<file path="src/dfsc_pkg.sv">
package dfsc_pkg;

   // register field positions
   localparam int unsigned EXT_QUAL_BIT    = 12;
   localparam int unsigned WNR_BIT         = 11;
   localparam int unsigned FS_UPPER_BIT    = 10;
   localparam int unsigned DOMAIN_LSB      = 4;
   localparam int unsigned STATUS_LSB      = 0;

   // register selector: primary register 5, secondary 0, opcode2 0
   localparam logic [3:0]  CRN_SEL         = 4'h5;
   localparam logic [3:0]  CRM_SEL         = 4'h0;
   localparam logic [2:0]  OPC2_SEL        = 3'h0;

   // value after reset
   localparam logic [31:0] DFS_RESET       = 32'h0000_0000;

   // writable bits: 12, 11, 10, 7..0
   localparam logic [31:0] DFS_WMASK       = 32'h0000_1CFF;

   // fault cause priority index, highest first
   typedef enum logic [3:0] {
      DFSC_ALIGN     = 4'h0,
      DFSC_ICMAINT   = 4'h1,
      DFSC_EXT_L1    = 4'h2,
      DFSC_EXT_L2    = 4'h3,
      DFSC_TRANS_SEC = 4'h4,
      DFSC_TRANS_PG  = 4'h5,
      DFSC_AF_SEC    = 4'h6,
      DFSC_AF_PG     = 4'h7,
      DFSC_DOM_SEC   = 4'h8,
      DFSC_DOM_PG    = 4'h9,
      DFSC_PERM_SEC  = 4'hA,
      DFSC_PERM_PG   = 4'hB,
      DFSC_EXT_SYNC  = 4'hC,
      DFSC_EXT_ASYNC = 4'hD,
      DFSC_DEBUG     = 4'hE
   } dfsc_cause_e;

   localparam int unsigned NUM_CAUSES      = 15;

   // five-bit status codes (fs[4], fs[3:0])
   localparam logic [4:0] FS_ALIGN     = 5'h01;
   localparam logic [4:0] FS_ICMAINT   = 5'h04;
   localparam logic [4:0] FS_EXT_L1    = 5'h0C;
   localparam logic [4:0] FS_EXT_L2    = 5'h0E;
   localparam logic [4:0] FS_TRANS_SEC = 5'h05;
   localparam logic [4:0] FS_TRANS_PG  = 5'h07;
   localparam logic [4:0] FS_AF_SEC    = 5'h03;
   localparam logic [4:0] FS_AF_PG     = 5'h06;
   localparam logic [4:0] FS_DOM_SEC   = 5'h09;
   localparam logic [4:0] FS_DOM_PG    = 5'h0B;
   localparam logic [4:0] FS_PERM_SEC  = 5'h0D;
   localparam logic [4:0] FS_PERM_PG   = 5'h0F;
   localparam logic [4:0] FS_EXT_SYNC  = 5'h08;
   localparam logic [4:0] FS_EXT_ASYNC = 5'h16;
   localparam logic [4:0] FS_DEBUG     = 5'h02;

endpackage

</file>
<file path="src/dfsc_capture.sv">
// Function
// RULE1: on a data abort record cause, domain and access type
// RULE2: reachable only when privileged; separate copies for secure and non-secure
// RULE3: bit 12 qualifies external aborts, 0 decode, 1 slave; else zero
// RULE4: bit 11 holds access direction, 0 read, 1 write
// RULE5: aborted system control coprocessor operation sets write bit to 1
// RULE6: bit 10 holds status bit 4
// RULE7: bits 9 and 8 always read zero
// RULE8: bits 7 to 4 hold the accessed domain, one of 16
// RULE9: fault type from bits 3..0 with 12 and 10, fixed priority
// RULE10: alignment 000001 highest, icache maintenance 000100 next
// RULE11: walk external abort x01100 first level, x01110 second level
// RULE12: translation fault 000101 section, 000111 page
// RULE13: access flag fault 000011 section, 000110 page
// RULE14: domain fault 001001 section, 001011 page
// RULE15: permission fault 001101 section, 001111 page
// RULE16: sync external nontranslation x01000, async external x10110, below permission
// RULE17: debug event 00010, lowest priority
// RULE18: unlisted encodings are reserved and never produced
// RULE19: bus error qualifier resets to 0 (decode error)
// RULE20: coprocessor read with opcode2 0 returns register contents
// RULE21: coprocessor write loads register with written data
// RULE22: software updates register only by read-modify-write
// RULE23: contents held until next abort or software write
module dfsc_capture
   import dfsc_pkg::*;
(
   // clock and reset
   input  wire logic        mclk_in,
   input  wire logic        arst_n_in,
   // abort report from the load/store path
   input  wire logic        abort_valid_in,
   input  wire logic [14:0] abort_cause_in,
   input  wire logic [3:0]  abort_domain_in,
   input  wire logic        abort_write_in,
   input  wire logic        abort_cp_op_in,
   input  wire logic        abort_slverr_in,
   input  wire logic        abort_nonsecure_in,
   // system control coprocessor access
   input  wire logic        cp_rd_in,
   input  wire logic        cp_wr_in,
   input  wire logic [3:0]  cp_crn_in,
   input  wire logic [3:0]  cp_crm_in,
   input  wire logic [2:0]  cp_opc2_in,
   input  wire logic [31:0] cp_wdata_in,
   input  wire logic        cp_privileged_in,
   input  wire logic        cp_nonsecure_in,
   output logic      [31:0] cp_rdata_out,
   output logic             cp_rvalid_out,
   output logic             cp_undef_out
);

   logic [31:0] dfs_s_q;
   logic [31:0] dfs_s_d;
   logic [31:0] dfs_ns_q;
   logic [31:0] dfs_ns_d;
   logic [31:0] rdata_q;
   logic [31:0] rdata_d;
   logic        rvalid_q;
   logic        rvalid_d;
   logic        undef_q;
   logic        undef_d;

   logic        sel_hit;
   logic        any_cause;
   logic        is_ext;
   logic [4:0]  fs_code;
   logic [31:0] capture_val;
   dfsc_cause_e win;

   // pick the highest-priority cause present; lower index ranks higher
   always_comb begin
      win       = DFSC_DEBUG;
      any_cause = 1'b0;
      for (int i = NUM_CAUSES - 1; i >= 0; i--) begin // RULE9
         if (abort_cause_in[i]) begin
            win       = dfsc_cause_e'(i[3:0]);
            any_cause = 1'b1;
         end
      end
   end

   // cause to five-bit status code; only listed codes can appear
   always_comb begin
      is_ext = 1'b0;
      case (win) // RULE18
         DFSC_ALIGN: begin
            fs_code = FS_ALIGN; // RULE10
         end
         DFSC_ICMAINT: begin
            fs_code = FS_ICMAINT; // RULE10
         end
         DFSC_EXT_L1: begin
            fs_code = FS_EXT_L1; // RULE11
            is_ext  = 1'b1;
         end
         DFSC_EXT_L2: begin
            fs_code = FS_EXT_L2; // RULE11
            is_ext  = 1'b1;
         end
         DFSC_TRANS_SEC: begin
            fs_code = FS_TRANS_SEC; // RULE12
         end
         DFSC_TRANS_PG: begin
            fs_code = FS_TRANS_PG; // RULE12
         end
         DFSC_AF_SEC: begin
            fs_code = FS_AF_SEC; // RULE13
         end
         DFSC_AF_PG: begin
            fs_code = FS_AF_PG; // RULE13
         end
         DFSC_DOM_SEC: begin
            fs_code = FS_DOM_SEC; // RULE14
         end
         DFSC_DOM_PG: begin
            fs_code = FS_DOM_PG; // RULE14
         end
         DFSC_PERM_SEC: begin
            fs_code = FS_PERM_SEC; // RULE15
         end
         DFSC_PERM_PG: begin
            fs_code = FS_PERM_PG; // RULE15
         end
         DFSC_EXT_SYNC: begin
            fs_code = FS_EXT_SYNC; // RULE16
            is_ext  = 1'b1;
         end
         DFSC_EXT_ASYNC: begin
            fs_code = FS_EXT_ASYNC; // RULE16
            is_ext  = 1'b1;
         end
         default: begin
            fs_code = FS_DEBUG; // RULE17
         end
      endcase
   end

   // assemble the captured word
   always_comb begin
      capture_val                       = 32'h0000_0000;
      capture_val[EXT_QUAL_BIT]         = is_ext & abort_slverr_in; // RULE3
      capture_val[WNR_BIT]              = abort_write_in | abort_cp_op_in; // RULE4 RULE5
      capture_val[FS_UPPER_BIT]         = fs_code[4]; // RULE6
      capture_val[DOMAIN_LSB +: 4]      = abort_domain_in; // RULE8
      capture_val[STATUS_LSB +: 4]      = fs_code[3:0]; // RULE9
   end

   assign sel_hit = (cp_crn_in == CRN_SEL) && (cp_crm_in == CRM_SEL)
                    && (cp_opc2_in == OPC2_SEL);

   // banked register update: abort capture wins over a same-cycle write
   always_comb begin
      dfs_s_d  = dfs_s_q; // RULE23
      dfs_ns_d = dfs_ns_q;
      if (cp_wr_in && sel_hit && cp_privileged_in) begin // RULE2
         if (cp_nonsecure_in) begin
            dfs_ns_d = cp_wdata_in & DFS_WMASK; // RULE21 RULE7
         end else begin
            dfs_s_d = cp_wdata_in & DFS_WMASK; // RULE21 RULE7
         end
      end
      if (abort_valid_in && any_cause) begin // RULE1
         if (abort_nonsecure_in) begin
            dfs_ns_d = capture_val;
         end else begin
            dfs_s_d = capture_val;
         end
      end
   end

   // read port and refusal of unprivileged access
   always_comb begin
      rdata_d  = 32'h0000_0000;
      rvalid_d = 1'b0;
      undef_d  = 1'b0;
      if ((cp_rd_in || cp_wr_in) && sel_hit && !cp_privileged_in) begin // RULE2
         undef_d = 1'b1;
      end else if (cp_rd_in && sel_hit) begin // RULE20
         rvalid_d = 1'b1;
         rdata_d  = cp_nonsecure_in ? dfs_ns_q : dfs_s_q;
      end
   end

   // banked register state
   always_ff @(posedge mclk_in or negedge arst_n_in) begin
      if (!arst_n_in) begin
         dfs_s_q  <= DFS_RESET; // RULE19
         dfs_ns_q <= DFS_RESET; // RULE19
      end else begin
         dfs_s_q  <= dfs_s_d;
         dfs_ns_q <= dfs_ns_d;
      end
   end

   // read port state
   always_ff @(posedge mclk_in or negedge arst_n_in) begin
      if (!arst_n_in) begin
         rdata_q  <= 32'h0000_0000;
         rvalid_q <= 1'b0;
         undef_q  <= 1'b0;
      end else begin
         rdata_q  <= rdata_d;
         rvalid_q <= rvalid_d;
         undef_q  <= undef_d;
      end
   end

   assign cp_rdata_out  = rdata_q;
   assign cp_rvalid_out = rvalid_q;
   assign cp_undef_out  = undef_q;

endmodule

</file>
<file path="config.mk">
export PLATFORM = sky130hd
export DESIGN_NAME = dfsc_capture
export DESIGN_NICKNAME = d
export VERILOG_FILES = /design/src/dfsc_pkg.sv /design/src/dfsc_capture.sv
export SDC_FILE = /design/constraint.sdc
export NUM_CORES = 1
export LEC_CHECK = 0
export BUFFER_PORTS_ARGS = -buffer_cell sky130_fd_sc_hd__buf_2
export CAP_MARGIN = 20
export CORE_UTILIZATION = 40
export CTS_CLUSTER_SIZE = 30
export DETAILED_ROUTE_END_ITERATION = 8
export SLEW_MARGIN = 5
export SYNTH_ARGS = -nofsm -noshare
export SYNTH_HDL_FRONTEND = slang
export SYNTH_SLANG_ARGS = --single-unit
</file>
<file path="constraint.sdc">
create_clock -name mclk_in -period 0.9 [get_ports mclk_in]
set_input_delay 0.09 -clock mclk_in [delete_from_list [all_inputs] [get_ports mclk_in]]
set_output_delay 0.09 -clock mclk_in [all_outputs]
set_load 0.005 [all_outputs]
</file>
==> flow_summary.ini <==
[finish]
final_util_pct = 61.88
final.fill_count = 821
finish.instance_area_mm2 = 0.006076
drive_gt1_share_pct = 50.41
diodes = 0
syn2layout_area_growth_pct = 49.88
final_nets = 554

[clock_network]
cts_inserted_buffers = 9
htree_num_levels = 3
clk_latency_ps = 360
ctsLongestPathBuffers = 2
clk_pin_slew_ps = 100
clock_tree_from_tritoncts = built
clock_tree.root_cell = sky130_fd_sc_hd__clkbuf_8
cts_num_sinks = 98

[critical_path]
critical_path_type = in2reg
worstSetupStartpointType = primary input
crit_path_end_kind = register
worst-endpoint-required_ps = 1150
critical_path_arrival_ps = 1480
slowest_delay_ps = 290
timing.critical_path.fanout_max = 5
timing.critical_path.slowest_stage_cell = sky130_fd_sc_hd__and4b_2
crit_chain = buf_2, nor4_4, and3_4, and4b_2, nor2_4, buf_12, clkbuf_16, and2_4

[logic_synthesis]
synth_top_area_share_pct = 60.49
postSynthNetCount = 412
synth_area_leaders = sky130_fd_sc_hd__dfrtp_1, sky130_fd_sc_hd__mux2i_1, sky130_fd_sc_hd__nor2_1
post_syn_area_mm2 = 0.004054
synthDominantAreaCellType = sky130_fd_sc_hd__dfrtp_1
post_synth_most_frequent_cells = sky130_fd_sc_hd__dfrtp_1, sky130_fd_sc_hd__mux2i_1, sky130_fd_sc_hd__nor2_1
syn_inst = 339
ys_warn_count = 0
synthDistinctLibCells = 37
postSynth.asyncResetShare_pct = 100.0
synth-seq-area-share_pct = 60.49
synth-main-ff-cell = sky130_fd_sc_hd__dfrtp_1
cell_with_the_most_instances_after_synthesis = sky130_fd_sc_hd__dfrtp_1
ys_ff_latch = 98
avgSynthCellArea_um2 = 11.96
synth_enable_flop_cells = 0

[min_path]
timing.hold.worst.class = in2reg

[placement]
gp_routability_congestion = 0.8604
place.port_buffers = 85
final_hpwl_from_detailed_placement_mm = 5.959
placed_area_mm2 = 0.004933

[routing]
drt-pass1-iter-count = 4
detail_route.iter0.violations = 106
drtAntennaViolNets = 0
dr_vias_cell = 4.963
routedWlPerCell_um = 16.47
vias = 3072
wirelength_mm = 10.20
drt_drc = 0

[die]
initial_utilization_pct = 41.28
std_cell_rows = 36
die_area_mm2 = 0.01054
num_io_pins = 107
die_width_um = 102.7
die_h_um = 102.7
fp.coreArea_mm2 = 0.009819

[power]
static-leakage-power_nw = 3.032
ir_drop_uv = 798.5
power_density_mw_per_mm2 = 1360

[global_route]
grt_pass1_wl_mm = 15.59
grt_usage_pct = 19.89
vias_in_the_first_global_route = 3144
grt_antenna_before_repair = 0
largest_net_degree_at_the_start_of_global_routing = 28
global_route.overflow_total = 0

[sta]
finalCriticalPeriod_ps = 1224
slew_viol_final = 0
final-hold-violation-count = 0
finClkSkew_ps = 10.55
worst_slew_margin_rel_pct = 69.35
timing_worst_slew_pin_value_ps = 454.9
setup_slack_ps = -324.4
count_of_final_setup_violators = 132
rsz_0062_raised_after_global_routing = true
timing.final.crit_share_pct = 136.0
maximum_clock_frequency_mhz = 816.7

[run_status]
failed_checks = setup timing
outcome = finished, violations left

[flow_run]
drv.max_cap_violation_count = 0
## where the power goes
part	total, mW	switching (mW)	leakage [nW]	internal [mW]
registers	4.57	0.0580	1.33	4.51
logic	0.995	0.511	1.61	0.484
clock network	2.70	1.58	0.0937	1.11
## path summary, 6_finish.rpt
path | slack (ps) | to | startpoint | cells past startpoint
min in group asynchronous | 170 | cp_rdata_out[27] | arst_n_in | 2
worst max register to register | 30 | cp_rdata_out[15] | dfs_ns_q[15] | 2
worst min-delay path | 20 | dfs_s_q[6] | cp_wdata_in[6] | 3
worst max-delay path | -320 | dfs_s_q[29] | cp_crm_in[1] | 8
max in group asynchronous | 290 | dfs_s_q[17] | arst_n_in | 3
worst min register to register | 510 | dfs_s_q[31] | dfs_s_q[31] | 1
## cell families after synthesis
| logic type | Yosys count | synth area share, % |
|---|---|---|
| simple gates | 121 | 15.65 |
| flops | 98 | 60.49 |
| mux | 60 | 14.81 |
| compound gates | 37 | 6.358 |
| buf+inv | 23 | 2.685 |
## timing repair
item	in CTS	in global routing
hold buffers	8	0
setup endpoints to repair	113	132
hold endpoints to repair	108	0
cloned	8	2
gates resized for setup	62	86
pin swaps	24	37
buffers inserted	8	10
## state kept, by name (all words and copies together), names as in the netlist
signal and flops:
cp_undef_out 1, cp_rvalid_out 1, dfs_ns_q 32, dfs_s_q 32, cp_rdata_out 32
## metrics by stage
stage               setup WS, ps  instances  power, mW  hold WS [ps]  setup TNS, ps
floorplan                 -481.7        339      5.021        -205.6         -28460
global placement          -677.7        573      5.460         3.189         -45520
detailed placement        -741.0        573      5.486         4.470         -51300
CTS                       -321.0        613      8.250         10.50         -20880
global route              -366.7        619      8.626         10.84         -29850
finish                    -324.4        619      8.265         19.37         -26140
## layout make-up
cell class              count  area, um2  area share [%]
inverters                   4      20.02          0.3295
well taps                 133      166.4           2.739
repair buffers            150       1287           21.19
clock inverters             6      47.55          0.7825
flip-flops and latches     98       2452           40.36
multi-input cells         218       1964           32.33
clock buffers              10      137.6           2.265
## placed cells by master (no fill, tap or decap), types with 2 or more instances in the layout
cell and count:
sky130_fd_sc_hd__inv_1 3, sky130_fd_sc_hd__dfrtp_1 98, sky130_fd_sc_hd__buf_2 78, sky130_fd_sc_hd__and3_1 5, sky130_fd_sc_hd__clkinv_4 2, sky130_fd_sc_hd__buf_8 2, sky130_fd_sc_hd__buf_16 5, sky130_fd_sc_hd__nor2_1 15
sky130_fd_sc_hd__buf_4 31, sky130_fd_sc_hd__nor4_4 2, sky130_fd_sc_hd__nand2_1 6, sky130_fd_sc_hd__a21oi_1 13, sky130_fd_sc_hd__mux2i_1 60, sky130_fd_sc_hd__clkbuf_8 10, sky130_fd_sc_hd__nand4_1 3, sky130_fd_sc_hd__o21ai_0 4
sky130_fd_sc_hd__dlygate4sd3_1 8, sky130_fd_sc_hd__buf_12 11, sky130_fd_sc_hd__and3_4 17, sky130_fd_sc_hd__buf_6 13, sky130_fd_sc_hd__nor3_1 6, sky130_fd_sc_hd__nand2b_1 2, sky130_fd_sc_hd__o21ai_1 6, sky130_fd_sc_hd__inv_6 3
sky130_fd_sc_hd__a22oi_1 3, sky130_fd_sc_hd__nand3_1 2, sky130_fd_sc_hd__nor2_4 32, sky130_fd_sc_hd__clkbuf_16 2, sky130_fd_sc_hd__and2_4 21
## critical path: cells and delay by family
kind,cells,cell delay (ps)
AND/OR/NAND/NOR,5,990
buffers and inverters,3,390
## layer usage
layer	GRT usage (%)	up-vias	part of all wire, %
li1	-	1458	-
met1	23.82	1538	42
met5	0	-	0
met4	5.604	0	1.1
met2	35.95	65	55
met3	4.203	11	2.4
No activity file was read; power rests on OpenSTA's default activity.
